==> config.mk <==
export PLATFORM = sky130hd
export DESIGN_NAME = pattern_controller
export DESIGN_NICKNAME = d
export VERILOG_FILES = /design/src/hw/pattern_pkg.sv /design/src/hw/trigger_select.sv /design/src/hw/group_update.sv /design/src/hw/pattern_controller.sv
export SDC_FILE = /design/constraint.sdc
export NUM_CORES = 1
export LEC_CHECK = 0
export ABC_AREA = 1
export BUFFER_PORTS_ARGS = -buffer_cell sky130_fd_sc_hd__buf_4
export CELL_PAD_IN_SITES_DETAIL_PLACEMENT = 2
export CELL_PAD_IN_SITES_GLOBAL_PLACEMENT = 2
export CORE_ASPECT_RATIO = 1.4
export CORE_MARGIN = 4
export CORE_UTILIZATION = 31
export CTS_BUF_LIST = sky130_fd_sc_hd__clkbuf_8
export DETAILED_ROUTE_END_ITERATION = 6
export PLACE_DENSITY_LB_ADDON = 0.1
export SLEW_MARGIN = 25
export SYNTH_ARGS = -nofsm -noshare
export SYNTH_HDL_FRONTEND = slang
export SYNTH_SLANG_ARGS = --single-unit
==> constraint.sdc <==
create_clock -name CORE_CLK -period 2.32 [get_ports CORE_CLK]
set_clock_uncertainty 0.15 [all_clocks]
set_input_delay 0 -clock CORE_CLK [delete_from_list [all_inputs] [get_ports CORE_CLK]]
set_output_delay 0 -clock CORE_CLK [all_outputs]
set_load 0.005 [all_outputs]
==> src/hw/pattern_pkg.sv <==
package pattern_pkg;

  // sizes of the pattern output
  localparam int GROUPS = 4;
  localparam int GROUP_W = 4;
  localparam int CHANNELS = 4;
  localparam int SEL_W = 2;
  localparam int REG_W = 8;
  localparam int OUT_W = GROUPS * GROUP_W;

  // avalon side
  localparam int BUS_DATA_W = 32;
  localparam int BUS_ADDR_W = 18;
  localparam int BUS_BE_W = 4;
  localparam int IDX_LSB = 2;
  localparam int IDX_W = 16;

  // register indices, byte address is four times the index
  localparam logic [IDX_W-1:0] IDX_MODE = 16'hffa0;
  localparam logic [IDX_W-1:0] IDX_CTRL = 16'hffa1;
  localparam logic [IDX_W-1:0] IDX_ENA_HI = 16'hffa2;
  localparam logic [IDX_W-1:0] IDX_ENA_LO = 16'hffa3;
  localparam logic [IDX_W-1:0] IDX_NDR_HI = 16'hffa4;
  localparam logic [IDX_W-1:0] IDX_NDR_LO = 16'hffa5;
  localparam logic [IDX_W-1:0] IDX_NDR_HI_ALT = 16'hffa6;
  localparam logic [IDX_W-1:0] IDX_NDR_LO_ALT = 16'hffa7;
  localparam logic [IDX_W-1:0] IDX_DIR_A = 16'hffd1;
  localparam logic [IDX_W-1:0] IDX_DATA_A = 16'hffd3;
  localparam logic [IDX_W-1:0] IDX_DIR_B = 16'hffd4;
  localparam logic [IDX_W-1:0] IDX_DATA_B = 16'hffd6;

  // reset and fixed read values
  localparam logic [REG_W-1:0] RST_MODE = 8'hf0;
  localparam logic [REG_W-1:0] RST_CTRL = 8'hff;
  localparam logic [REG_W-1:0] RST_ZERO = 8'h00;
  localparam logic [REG_W-1:0] RD_RESERVED = 8'hff;
  localparam logic [GROUP_W-1:0] NIB_ONES = 4'hf;
  localparam logic [BUS_DATA_W-1:0] RD_UNMAPPED = 32'h0000_0000;
  localparam logic [BUS_DATA_W-REG_W-1:0] RD_PAD = 24'h00_0000;

  // field positions
  localparam int MODE_NOVL_LSB = 0;
  localparam int NIB_HI_LSB = 4;
  localparam int NIB_LO_LSB = 0;
  localparam int BE_LOW_LANE = 0;

  // bus handshake
  typedef enum logic {BUS_IDLE, BUS_ACK} bus_state_e;

endpackage

==> src/hw/trigger_select.sv <==
`timescale 1ns/1ps
module trigger_select
  import pattern_pkg::*;
(
  // channel choice
  input wire logic [pattern_pkg::SEL_W-1:0] sel,
  // compare match pulses of the timer
  input wire logic [pattern_pkg::CHANNELS-1:0] cmp_a,
  input wire logic [pattern_pkg::CHANNELS-1:0] cmp_b,
  // chosen trigger pulses
  output logic fire_a,
  output logic fire_b
);

  ////////////////////////////////////////////////////////////////////////////
  // one of four channels picks the group trigger
  assign fire_a = cmp_a[sel];
  assign fire_b = cmp_b[sel];

endmodule

==> src/hw/group_update.sv <==
`timescale 1ns/1ps
module group_update
  import pattern_pkg::*;
(
  // present state of this group
  input wire logic [pattern_pkg::GROUP_W-1:0] cur,
  input wire logic [pattern_pkg::GROUP_W-1:0] next_bits,
  input wire logic [pattern_pkg::GROUP_W-1:0] enable,
  // trigger and mode
  input wire logic fire_a,
  input wire logic fire_b,
  input wire logic non_overlap,
  // software write of the port data
  input wire logic sw_we,
  input wire logic [pattern_pkg::GROUP_W-1:0] sw_data,
  // next value of the group
  output logic [pattern_pkg::GROUP_W-1:0] nxt
);

  logic [GROUP_W-1:0] hw_val;
  logic [GROUP_W-1:0] sw_val;
  logic [GROUP_W-1:0] early_fall;

  ////////////////////////////////////////////////////////////////////////////
  // non-overlap: falling bits drop early on match b, rising bits wait for a
  assign early_fall = cur & next_bits;
  assign hw_val = fire_a ? next_bits : ((fire_b & non_overlap) ? early_fall : cur);
  // software only reaches bits not claimed by pattern output
  assign sw_val = sw_we ? sw_data : cur;
  assign nxt = (enable & hw_val) | (~enable & sw_val);

endmodule

==> src/hw/pattern_controller.sv <==
`timescale 1ns/1ps
// Overview of operation
// - four independent nibble groups update simultaneously
// - sixteen outputs, each bit enabled separately
// - each group picks one of four channels
// - non-overlap mode guards between output changes
// - selected compare match A pulses also request dma transfers
// - outputs 0-3 group 0 ... 12-15 group 3
// - reset mode f0, control ff, others 00
// - low next data address follows group 0/1 triggers
// - high next data address follows group 2/3 triggers
// - enabled port data bits ignore software writes
// - port a direction is write-only, per pin
// - port a data reads current group 0/1 outputs
// - decode address bits 17:2 only, bits 1:0 ignored
// - selected match A copies next data to port
// - reserved next data nibbles read ones
// - next data cleared in reset and standby
module pattern_controller
  import pattern_pkg::*;
(
  // clock and reset
  input wire logic CORE_CLK,
  input wire logic ARST_N,
  // avalon-mm slave
  input wire logic [pattern_pkg::BUS_ADDR_W-1:0] AVS_ADDRESS,
  input wire logic AVS_READ,
  input wire logic AVS_WRITE,
  input wire logic [pattern_pkg::BUS_DATA_W-1:0] AVS_WRITEDATA,
  input wire logic [pattern_pkg::BUS_BE_W-1:0] AVS_BYTEENABLE,
  output logic [pattern_pkg::BUS_DATA_W-1:0] AVS_READDATA,
  output logic AVS_WAITREQUEST,
  // timer compare match pulses, one per channel
  input wire logic [pattern_pkg::CHANNELS-1:0] COMPARE_A,
  input wire logic [pattern_pkg::CHANNELS-1:0] COMPARE_B,
  // hardware standby level
  input wire logic HW_STANDBY,
  // pattern pins and dma requests
  output logic [pattern_pkg::OUT_W-1:0] PATTERN_OUT,
  output logic [pattern_pkg::OUT_W-1:0] PATTERN_OE,
  output logic [pattern_pkg::CHANNELS-1:0] DMA_REQ
);

  import pattern_pkg::*;

  ////////////////////////////////////////////////////////////////////////////
  // next data read with reserved nibbles forced to ones
  function automatic logic [REG_W-1:0] ndr_read(input logic same, input logic [REG_W-1:0] val,
                                                input logic primary);
    logic [REG_W-1:0] r;
    r = RD_RESERVED;
    if (same) begin
      r = primary ? val : RD_RESERVED;
    end else if (primary) begin
      r = {val[NIB_HI_LSB +: GROUP_W], NIB_ONES};
    end else begin
      r = {NIB_ONES, val[NIB_LO_LSB +: GROUP_W]};
    end
    return r;
  endfunction

  // next data write, reserved nibbles keep their value
  function automatic logic [REG_W-1:0] ndr_write(input logic same, input logic [REG_W-1:0] cur,
                                                 input logic [REG_W-1:0] data,
                                                 input logic primary);
    logic [REG_W-1:0] r;
    r = cur;
    if (same) begin
      r = primary ? data : cur;
    end else if (primary) begin
      r = {data[NIB_HI_LSB +: GROUP_W], cur[NIB_LO_LSB +: GROUP_W]};
    end else begin
      r = {cur[NIB_HI_LSB +: GROUP_W], data[NIB_LO_LSB +: GROUP_W]};
    end
    return r;
  endfunction

  // true when any group takes its trigger from this channel
  function automatic logic chan_in_use(input logic [REG_W-1:0] ctrl, input int chan);
    logic hit;
    hit = 1'b0;
    for (int k = 0; k < GROUPS; k++) begin
      if (ctrl[k*SEL_W +: SEL_W] == SEL_W'(chan)) begin
        hit = 1'b1;
      end
    end
    return hit;
  endfunction

  ////////////////////////////////////////////////////////////////////////////
  // register state
  bus_state_e state_ff, nxt_state;
  logic waitreq_ff;
  logic [BUS_DATA_W-1:0] readdata_ff;
  logic [GROUP_W-1:0] novl_ff;
  logic [REG_W-1:0] ctrl_ff;
  logic [REG_W-1:0] ena_hi_ff;
  logic [REG_W-1:0] ena_lo_ff;
  logic [REG_W-1:0] ndr_hi_ff;
  logic [REG_W-1:0] ndr_lo_ff;
  logic [REG_W-1:0] dir_a_ff;
  logic [REG_W-1:0] dir_b_ff;
  logic [OUT_W-1:0] pattern_ff;
  logic [CHANNELS-1:0] dma_ff;

  logic [REG_W-1:0] nxt_ndr_hi;
  logic [REG_W-1:0] nxt_ndr_lo;
  logic [OUT_W-1:0] nxt_pattern;
  logic [CHANNELS-1:0] nxt_dma;

  ////////////////////////////////////////////////////////////////////////////
  // address decode on the word index, byte address bits 1:0 ignored
  logic [IDX_W-1:0] idx;
  logic req;
  logic wr_go;
  logic hit_mode, hit_ctrl, hit_ena_hi, hit_ena_lo;
  logic hit_ndr_hi, hit_ndr_lo, hit_ndr_hi_alt, hit_ndr_lo_alt;
  logic hit_dir_a, hit_dir_b, hit_data_a, hit_data_b;
  logic [REG_W-1:0] wdata;

  assign idx = AVS_ADDRESS[IDX_LSB +: IDX_W];
  assign req = AVS_READ | AVS_WRITE;
  // a write lands only at the edge that sees waitrequest low
  assign wr_go = AVS_WRITE & (state_ff == BUS_ACK) & AVS_BYTEENABLE[BE_LOW_LANE];
  assign wdata = AVS_WRITEDATA[REG_W-1:0];
  assign hit_mode = (idx == IDX_MODE);
  assign hit_ctrl = (idx == IDX_CTRL);
  assign hit_ena_hi = (idx == IDX_ENA_HI);
  assign hit_ena_lo = (idx == IDX_ENA_LO);
  assign hit_ndr_hi = (idx == IDX_NDR_HI);
  assign hit_ndr_lo = (idx == IDX_NDR_LO);
  assign hit_ndr_hi_alt = (idx == IDX_NDR_HI_ALT);
  assign hit_ndr_lo_alt = (idx == IDX_NDR_LO_ALT);
  assign hit_dir_a = (idx == IDX_DIR_A);
  assign hit_dir_b = (idx == IDX_DIR_B);
  assign hit_data_a = (idx == IDX_DATA_A);
  assign hit_data_b = (idx == IDX_DATA_B);

  // write strobes, one per register, only at the landing edge
  logic we_mode, we_ctrl, we_ena_hi, we_ena_lo, we_dir_a, we_dir_b;
  logic we_ndr_hi, we_ndr_lo, we_ndr_hi_alt, we_ndr_lo_alt, we_data_a, we_data_b;

  assign we_mode = wr_go & hit_mode;
  assign we_ctrl = wr_go & hit_ctrl;
  assign we_ena_hi = wr_go & hit_ena_hi;
  assign we_ena_lo = wr_go & hit_ena_lo;
  assign we_dir_a = wr_go & hit_dir_a;
  assign we_dir_b = wr_go & hit_dir_b;
  assign we_ndr_hi = wr_go & hit_ndr_hi;
  assign we_ndr_lo = wr_go & hit_ndr_lo;
  assign we_ndr_hi_alt = wr_go & hit_ndr_hi_alt;
  assign we_ndr_lo_alt = wr_go & hit_ndr_lo_alt;
  assign we_data_a = wr_go & hit_data_a;
  assign we_data_b = wr_go & hit_data_b;

  ////////////////////////////////////////////////////////////////////////////
  // group trigger choices and shared-trigger detection
  logic [SEL_W-1:0] grp_sel [GROUPS];
  logic same_lo;
  logic same_hi;

  genvar g;
  generate
    for (g = 0; g < GROUPS; g++) begin : g_sel
      assign grp_sel[g] = ctrl_ff[g*SEL_W +: SEL_W];
    end
  endgenerate

  assign same_lo = (grp_sel[0] == grp_sel[1]);
  assign same_hi = (grp_sel[2] == grp_sel[3]);

  ////////////////////////////////////////////////////////////////////////////
  // read data mux; direction registers are write-only and read zero
  logic [REG_W-1:0] rd_byte;
  logic rd_hit;
  logic [REG_W-1:0] rd_ndr_hi, rd_ndr_hi_alt, rd_ndr_lo, rd_ndr_lo_alt;

  // next data views; with two triggers in a pair the alternate address holds the other nibble
  assign rd_ndr_hi = ndr_read(same_hi, ndr_hi_ff, 1'b1);
  assign rd_ndr_hi_alt = ndr_read(same_hi, ndr_hi_ff, 1'b0);
  assign rd_ndr_lo = ndr_read(same_lo, ndr_lo_ff, 1'b1);
  assign rd_ndr_lo_alt = ndr_read(same_lo, ndr_lo_ff, 1'b0);

  assign rd_byte =
    hit_mode ? {NIB_ONES, novl_ff} :
    hit_ctrl ? ctrl_ff :
    hit_ena_hi ? ena_hi_ff :
    hit_ena_lo ? ena_lo_ff :
    hit_ndr_hi ? rd_ndr_hi :
    hit_ndr_hi_alt ? rd_ndr_hi_alt :
    hit_ndr_lo ? rd_ndr_lo :
    hit_ndr_lo_alt ? rd_ndr_lo_alt :
    hit_data_a ? pattern_ff[REG_W-1:0] :
    hit_data_b ? pattern_ff[OUT_W-1:REG_W] :
    RST_ZERO;
  assign rd_hit = hit_mode | hit_ctrl | hit_ena_hi | hit_ena_lo | hit_ndr_hi | hit_ndr_lo |
                  hit_ndr_hi_alt | hit_ndr_lo_alt | hit_dir_a | hit_dir_b |
                  hit_data_a | hit_data_b;

  ////////////////////////////////////////////////////////////////////////////
  // one wait cycle per access keeps readdata a plain register
  always_comb begin
    nxt_state = BUS_IDLE;
    case (state_ff)
      BUS_IDLE: begin
        nxt_state = req ? BUS_ACK : BUS_IDLE;
      end
      BUS_ACK: begin
        nxt_state = BUS_IDLE;
      end
      default: begin
        nxt_state = BUS_IDLE;
      end
    endcase
  end

  // read data is caught at the taking edge, a later match shows next read
  always_ff @(posedge CORE_CLK or negedge ARST_N) begin
    if (!ARST_N) begin
      state_ff <= BUS_IDLE;
      waitreq_ff <= 1'b1;
      readdata_ff <= RD_UNMAPPED;
    end else begin
      state_ff <= nxt_state;
      waitreq_ff <= !(nxt_state == BUS_ACK);
      if (state_ff == BUS_IDLE && req) begin
        readdata_ff <= rd_hit ? {RD_PAD, rd_byte} : RD_UNMAPPED;
      end
    end
  end

  ////////////////////////////////////////////////////////////////////////////
  // control registers written by software
  always_ff @(posedge CORE_CLK or negedge ARST_N) begin
    if (!ARST_N) begin
      novl_ff <= RST_MODE[GROUP_W-1:0];
      ctrl_ff <= RST_CTRL;
      ena_hi_ff <= RST_ZERO;
      ena_lo_ff <= RST_ZERO;
      dir_a_ff <= RST_ZERO;
      dir_b_ff <= RST_ZERO;
    end else begin
      if (we_mode) novl_ff <= wdata[MODE_NOVL_LSB +: GROUP_W];
      if (we_ctrl) ctrl_ff <= wdata;
      if (we_ena_hi) ena_hi_ff <= wdata;
      if (we_ena_lo) ena_lo_ff <= wdata;
      if (we_dir_a) dir_a_ff <= wdata;
      if (we_dir_b) dir_b_ff <= wdata;
    end
  end

  ////////////////////////////////////////////////////////////////////////////
  // next data: split addressing when a pair of groups has two triggers
  always_comb begin
    nxt_ndr_hi = ndr_hi_ff;
    nxt_ndr_lo = ndr_lo_ff;
    if (HW_STANDBY) begin
      nxt_ndr_hi = RST_ZERO;
      nxt_ndr_lo = RST_ZERO;
    end else begin
      if (we_ndr_hi) nxt_ndr_hi = ndr_write(same_hi, ndr_hi_ff, wdata, 1'b1);
      if (we_ndr_hi_alt) nxt_ndr_hi = ndr_write(same_hi, ndr_hi_ff, wdata, 1'b0);
      if (we_ndr_lo) nxt_ndr_lo = ndr_write(same_lo, ndr_lo_ff, wdata, 1'b1);
      if (we_ndr_lo_alt) nxt_ndr_lo = ndr_write(same_lo, ndr_lo_ff, wdata, 1'b0);
    end
  end

  // software standby is not an input: contents simply stay
  always_ff @(posedge CORE_CLK or negedge ARST_N) begin
    if (!ARST_N) begin
      ndr_hi_ff <= RST_ZERO;
      ndr_lo_ff <= RST_ZERO;
    end else begin
      ndr_hi_ff <= nxt_ndr_hi;
      ndr_lo_ff <= nxt_ndr_lo;
    end
  end

  ////////////////////////////////////////////////////////////////////////////
  // per-group trigger and update, all four in parallel
  logic [OUT_W-1:0] ena_all;
  logic [OUT_W-1:0] ndr_all;
  logic [GROUPS-1:0] fire_a;
  logic [GROUPS-1:0] fire_b;

  assign ena_all = {ena_hi_ff, ena_lo_ff};
  assign ndr_all = {ndr_hi_ff, ndr_lo_ff};

  generate
    for (g = 0; g < GROUPS; g++) begin : g_grp
      logic sw_we;
      // groups 0 and 1 live in port a, groups 2 and 3 in port b
      assign sw_we = (g < GROUPS / 2) ? we_data_a : we_data_b;
      trigger_select u_trig (
        .sel(grp_sel[g]),
        .cmp_a(COMPARE_A),
        .cmp_b(COMPARE_B),
        .fire_a(fire_a[g]),
        .fire_b(fire_b[g])
      );
      group_update u_upd (
        .cur(pattern_ff[g*GROUP_W +: GROUP_W]),
        .next_bits(ndr_all[g*GROUP_W +: GROUP_W]),
        .enable(ena_all[g*GROUP_W +: GROUP_W]),
        .fire_a(fire_a[g]),
        .fire_b(fire_b[g]),
        .non_overlap(novl_ff[g]),
        .sw_we(sw_we),
        .sw_data(wdata[(g % 2)*GROUP_W +: GROUP_W]),
        .nxt(nxt_pattern[g*GROUP_W +: GROUP_W])
      );
    end
  endgenerate

  ////////////////////////////////////////////////////////////////////////////
  // dma request for each channel that triggers some group
  genvar c;
  generate
    for (c = 0; c < CHANNELS; c++) begin : g_dma
      assign nxt_dma[c] = COMPARE_A[c] & chan_in_use(ctrl_ff, c);
    end
  endgenerate

  ////////////////////////////////////////////////////////////////////////////
  // output flops; the match pulse edge loads them, seen next cycle
  always_ff @(posedge CORE_CLK or negedge ARST_N) begin
    if (!ARST_N) begin
      pattern_ff <= {RST_ZERO, RST_ZERO};
      dma_ff <= {CHANNELS{1'b0}};
    end else begin
      pattern_ff <= nxt_pattern;
      dma_ff <= nxt_dma;
    end
  end

  // pins drive only where software set the direction bit
  assign PATTERN_OUT = pattern_ff;
  assign PATTERN_OE = {dir_b_ff, dir_a_ff};
  assign DMA_REQ = dma_ff;
  assign AVS_READDATA = readdata_ff;
  assign AVS_WAITREQUEST = waitreq_ff;

endmodule

Word level (Yosys, flattened, before mapping)
Cells that the tools add are included.
Widths: inputs -> output; s select.
{"block": "op_classes", "n_reduce_logical": 16, "muxes": 71, "eq_ne": 30, "bitwise_logic": 55, "n_lt_le_gt_ge": 4}
{"op": "$eq 16x16->1 const B", "n": 12}
{"op": "$mux 8", "n": 17}
{"op": "$mux 4", "n": 20}
{"op": "$and 4x4->4", "n": 12}
{"op": "$mux 1", "n": 25}
{"op": "$and 1x1->1", "n": 22}
{"op": "$bmux 1 s2", "n": 8}
{"op": "$eq 2x2->1 const B", "n": 8}
{"op": "$not 4->4", "n": 4}
{"op": "$or 4x4->4", "n": 4}
{"op": "$lt 2x3->1 const B", "n": 4}
{"op": "$or 1x1->1", "n": 12}
{"op": "$reduce_bool 3->1", "n": 4}
{"op": "$eq 2x1->1 const B", "n": 4}
{"op": "$logic_not 2->1", "n": 4}
{"op": "$ne 3x3->1 const B", "n": 2}
{"op": "$reduce_and 3->1", "n": 2}
{"op": "$eq 2x2->1", "n": 2}
{"op": "$ne 2x2->1 const B", "n": 2}
{"op": "$reduce_and 2->1", "n": 2}
{"op": "$reduce_bool 2->1", "n": 2}
{"op": "$pmux 1 s2", "n": 1}
{"op": "$logic_and 1x1->1", "n": 1}
{"op": "$logic_not 1->1", "n": 1}
{"op": "$not 1->1", "n": 1}
{"block": "totals", "elab_cells": 191, "output_inout_bits": 69, "input_bits": 67, "ff_bits": 114}

Logic depth before layout (Yosys ltp)
{"block": "depth", "depth_word": 13, "depth_mapped": 14, "mapped_depth_nobuf": 13}

Modules after synthesis
From an unflattened synthesis, not the netlist that was laid out.
{"block": "hier_totals", "cells_unflattened": 872, "hier_area_um2": 5778.0}
{"module": "pattern_controller", "cells_each": 568, "area_each_um2": 4566.9, "instances": 1, "seq_area_each_um2": 2263.4}
{"module": "group_update", "cells_each": 52, "area_each_um2": 207.7, "instances": 4, "seq_area_each_um2": 0.0}
{"module": "trigger_select", "cells_each": 24, "area_each_um2": 95.1, "instances": 4, "seq_area_each_um2": 0.0}

Worst setup path before layout
No wires, ideal clock.
{"block": "synth_timing", "path_kind": "reg2reg", "startpoint": "reg ctrl_ff[1]", "endpoint": "reg with a tool-made name", "n_path_buf": 1, "t_required_ns": 2.093, "path_stages_with_launch": 8, "setup_ns": 0.077, "slack_ns": 0.609, "arrival_ns": 1.484, "synth_period_minus_slack_ns": 1.711, "cell_sequence": "dfstp_2 buf_2 nor2_1 a22oi_1 o211ai_1 a21oi_1 o22ai_1 a21oi_1"}
{"element": "start, declared", "line_no": "pattern_controller.sv:96", "source": "logic [REG_W-1:0] ctrl_ff;"}
{"element": "start signal, assigned", "line_no": "pattern_controller.sv:244", "source": "if (we_ctrl) ctrl_ff <= wdata;"}

Worst setup path in the final report
{"block": "layout_timing", "startpoint": "reg ctrl_ff[7]", "endpoint": "reg readdata_ff[2] (netlist: AVS_READDATA[2])"}
{"block": "layout_via", "elab_chain_len": 9, "word_cells_on_any_way": 10, "classes_between": "eq/ne (1); mux (9)"}
{"element": "$eq 2x2->1 *", "line_no": "pattern_controller.sv:170", "source": "assign same_hi = (grp_sel[2] == grp_sel[3]);"}
{"element": "$mux 4", "line_no": "pattern_controller.sv:52", "source": "if (same) begin"}
{"element": "$mux 8", "line_no": "pattern_controller.sv:190", "source": "hit_ndr_hi_alt ? rd_ndr_hi_alt :"}
{"element": "$mux 8 *", "line_no": "pattern_controller.sv:189", "source": "hit_ndr_hi ? rd_ndr_hi :"}
{"element": "$mux 8 *", "line_no": "pattern_controller.sv:188", "source": "hit_ena_lo ? ena_lo_ff :"}
{"element": "$mux 8 *", "line_no": "pattern_controller.sv:187", "source": "hit_ena_hi ? ena_hi_ff :"}
{"element": "$mux 8 *", "line_no": "pattern_controller.sv:186", "source": "hit_ctrl ? ctrl_ff :"}
{"element": "$mux 8 *", "line_no": "pattern_controller.sv:185", "source": "hit_mode ? {NIB_ONES, novl_ff} :"}
{"element": "$mux 8 *", "line_no": "pattern_controller.sv:227", "source": "readdata_ff <= rd_hit ? {RD_PAD, rd_byte} : RD_UNMAPPED;"}
{"element": "end signal, assigned", "line_no": "pattern_controller.sv:227"}
{"element": "end, declared", "line_no": "pattern_controller.sv:94", "source": "logic [BUS_DATA_W-1:0] readdata_ff;"}
Mark *: on every way between the ends. The rest lies on a longest branch, timed or not.
A chain may end at the register's enable or synchronous reset.

==> results.py <==
metrics = {
    "status": {
        "status": "completed",
    },
    "logic_synthesis": {
        "synth_cell_type_count": 43,
        "postSynthCellCount": 664,
        "seq_area_frac_synth_pct": 44.0,
        "syn_avg_cell_area_um2": 7.74,
        "synthesis.area_um2": 5140,
        "ys_seq_elements": 90,
        "synth_warnings": 0,
    },
    "placement": {
        "placed_area_um2": 5970,
        "port_buffers": 82,
        "dp_slack_ns": 0.290,
        "hpwl_um": 15700,
        "routabilityCongestion": 0.938,
    },
    "detailed_routing": {
        "drc": 0,
        "wire_per_inst_um": 20.2,
        "vias_per_cell": 5.07,
        "vias": 4987,
        "dr.pass1.iters": 4,
        "wirelength_um": 19900,
        "postRouteAntennaNets": 0,
        "dr.first_iter.drc_count": 177,
    },
    "worst_setup_path": {
        "worstReg2RegStart": "ctrl_ff[7]",
        "cp_slowest_cell": "dfstp_2",
        "crit_cells": 12,
        "crit_type": "flip-flop to flip-flop",
        "r2r_cells": 12,
        "cp_top_family": "simple AND/OR/NAND/NOR gates",
        "endpoint": "AVS_READDATA[2]",
        "crit_fanout": 5,
        "startpoint": "ctrl_ff[7]",
        "worst-endpoint-required_ns": 2.49,
        "arrival_ns": 2.20,
        "r2r-end": "AVS_READDATA[2]",
        "crit_buf_inv": 3,
        "crit_path_frequent_cell": "nand2_1",
        "max_stage_delay_ns": 0.58,
        "cp-end-kind": "flip-flop",
        "path_cells": "inv_1 > nand2_1 > nand3_1 > inv_1 > nand2_1 > nand3_1 > nand2_1 > inv_1 > nand2_1 > nand4_1 > nand2_1 > nand2_1",
        "cp-start-kind": "flip-flop",
        "rrSetupSlack_ns": 0.29,
    },
    "timing": {
        "worstMarginPinSlew_ns": 0.730,
        "finalMaxSlewViolations": 0,
        "timing.fmax_mhz": 492,
        "hold_viol": 0,
        "max_slew_margin_pct": 51.2,
        "setup_viol": 0,
        "post-route-period-util_pct": 87.7,
        "setup_tns_ns": 0,
        "rsz0062_at_grt": "no",
        "min_period_ns": 2.03,
        "final.setup.worst_slack_ns": 0.286,
    },
    "clocking": {
        "ctsResizeCount": 0,
        "numClockSinks": 90,
        "clk_pin_slew_worst_paths_ns": 0.10,
        "clk_latency_ns": 0.39,
        "root_buffer": "clkbuf_8",
        "cts.path.max_buffers": 2,
        "postCtsHoldBufs": 20,
        "cts_buffers": 9,
        "cts_tree": "yes",
        "cts_htree_levels": 3,
        "cts_setup_buffers": 0,
    },
    "floorplan": {
        "initial_core_util_pct": 31.6,
        "std_cell_rows": 55,
        "core-area_um2": 16200,
        "die_w_um": 117,
        "die-height_um": 160,
        "ios": 136,
        "dieArea_um2": 18700,
    },
    "layout": {
        "nNetsFinal": 847,
        "diodes": 0,
        "drive_gt1_share_pct": 21.0,
        "synthToLayoutAreaGrowth_pct": 23.4,
        "fillers": 1955,
        "fin_area_um2": 6340,
        "multiInputGateArea_um2": 2400,
        "regArea_um2": 2260,
    },
    "global_routing": {
        "grt_max_degree": 54,
        "grt_use_total_pct": 21.9,
        "grt_pass1_wl_um": 31100,
        "grt_remaining_overflow": 0,
        "antenna_found_initial": 0,
        "grt_pass1_vias": 5467,
    },
    "pwr": {
        "total_power_mw": 2.99,
        "ir_worst_vdd_uv": 266,
        "leakage_nw": 3.12,
        "pwr_density_cell_nw_per_um2": 472,
    },
    "job": {
        "maxCapViolCount": 0,
    },
    "worst_hold_path": {
        "hold_path.class": "primary input to async pin",
    },
}
==> metal layers <==
metal	wire length, um	vias to the layer above	share of wire (%)	global-route usage, %
met5	0	-	0	0
met4	510	0	2.6	7.36
met3	805	25	4.0	4.07
met2	10500	104	53	38.3
met1	8090	2479	41	26.7
li1	-	2379	-	-
==> how the worst min path moves through the flow <==
| stage | from | end | slack [ns] | depth (start not counted) |
|---|---|---|---|---|
| finish | ARST_N | DMA_REQ[3] | 0.0005 | 3 |
| global route | ARST_N | DMA_REQ[3] | 0.04 | 3 |
| CTS | ARST_N | DMA_REQ[3] | 0.01 | 3 |
| detailed placement | ARST_N | ndr_hi_ff[7] | -0.13 | 1 |
| global placement | ARST_N | ena_hi_ff[5] | -0.14 | 1 |
| floorplan | ARST_N | AVS_READDATA[0] | -0.45 | 0 |
==> cell families after synthesis <==
| family | count (synthesis) | synth area share (%) |
|---|---|---|
| flip-flops | 90 | 44.0 |
| XOR/XNOR | 1 | 0.170 |
| AO/OA/AOI/OAI | 148 | 16.5 |
| other | 1 | 0.0730 |
| AND/OR/NAND/NOR | 305 | 27.6 |
| buffers and inverters | 116 | 11.0 |
| multiplexers | 3 | 0.657 |
==> worst min-delay path, delay by kind of cell <==
kind,cells,cell delay [ns]
buffers and inverters,3,0.94
==> report_power, final <==
part | internal, mW | leakage, nW | total (mW) | switching, mW
sequential | 1.60 | 1.15 | 1.62 | 0.0215
clock | 0.397 | 0.0876 | 1.04 | 0.646
combinational | 0.119 | 1.88 | 0.330 | 0.211
total | 2.11 | 3.12 | 2.99 | 0.878
==> Yosys cell counts (all sizes together) <==
| cell | count | area share [%] |
|---|---|---|
| or2 | 1 | 0.12 |
| clkbuf | 3 | 0.22 |
| o21a | 1 | 0.15 |
| o22ai | 10 | 1.2 |
| o221ai | 4 | 0.68 |
| mux2 | 3 | 0.66 |
| nor2 | 56 | 5.3 |
| inv | 77 | 5.6 |
| nor3 | 5 | 0.71 |
| o2111ai | 1 | 0.17 |
| dfrtp | 81 | 39 |
| xnor2 | 1 | 0.17 |
| o21ai | 95 | 9.6 |
| o31a | 1 | 0.17 |
| buf | 36 | 5.1 |
| conb | 1 | 0.073 |
| a211oi | 6 | 0.88 |
| a21oi | 23 | 2.2 |
| nor4 | 1 | 0.12 |
| o311ai | 1 | 0.51 |
| dfstp | 9 | 4.6 |
| a22oi | 2 | 0.29 |
| o211ai | 4 | 0.58 |
| nand2 | 181 | 14 |
| nand3 | 41 | 4.5 |
| nand4 | 20 | 3.0 |
==> through the flow <==
stage / std cells / util, % / hold WS, ns
2_1_floorplan: 687 / - / -0.446
3_3_place_gp: 948 / 36.8 / -0.137
3_5_place_dp: 948 / 36.8 / -0.126
4_1_cts: 984 / 39.1 / 0.0107
5_1_grt: 984 / 39.1 / 0.0376
6_report: 984 / 39.1 / 0.000487
==> cell usage in the layout, fill, tap and decap left out, types with 2 or more instances in the layout <==
| cell type | synthesis | layout |
|---|---|---|
| nor3_1 | 4 | 4 |
| inv_2 | 4 | 4 |
| nor2_2 | 3 | 3 |
| a211oi_1 | 6 | 6 |
| o211ai_1 | 4 | 4 |
| nand3_2 | 3 | 3 |
| o21ai_1 | 6 | 6 |
| mux2_2 | 3 | 3 |
| nand2_4 | 2 | 2 |
| buf_4 | 25 | 100 |
| o21ai_2 | 5 | 5 |
| o221ai_1 | 4 | 4 |
| inv_1 | 73 | 74 |
| nand4_2 | 2 | 2 |
| nand4_1 | 17 | 17 |
| nor2_4 | 5 | 5 |
| dfrtp_1 | 81 | 81 |
| nand2_2 | 7 | 7 |
| dfstp_2 | 9 | 9 |
| a21oi_1 | 23 | 23 |
| dlygate4sd3_1 | 0 | 19 |
| a22oi_1 | 2 | 2 |
| inv_6 | 0 | 2 |
| o21ai_0 | 84 | 84 |
| nor2_1 | 47 | 47 |
| conb_1 | 1 | 24 |
| o22ai_1 | 10 | 10 |
| clkbuf_8 | 0 | 9 |
| nand2_1 | 172 | 172 |
| clkinvlp_4 | 0 | 2 |
| nand3_1 | 37 | 37 |
| clkinv_4 | 0 | 2 |
==> final cells by class <==
class                      count  share of cell area (%)
inverter                      77                    4.56
multi-input combinational    481                    37.8
tap                          199                    3.93
clock inverter                 7                   0.848
clock buffer                   9                    1.95
timing repair buffer         121                    15.2
sequential                    90                    35.7
Power figures use the tool's default switching activity.
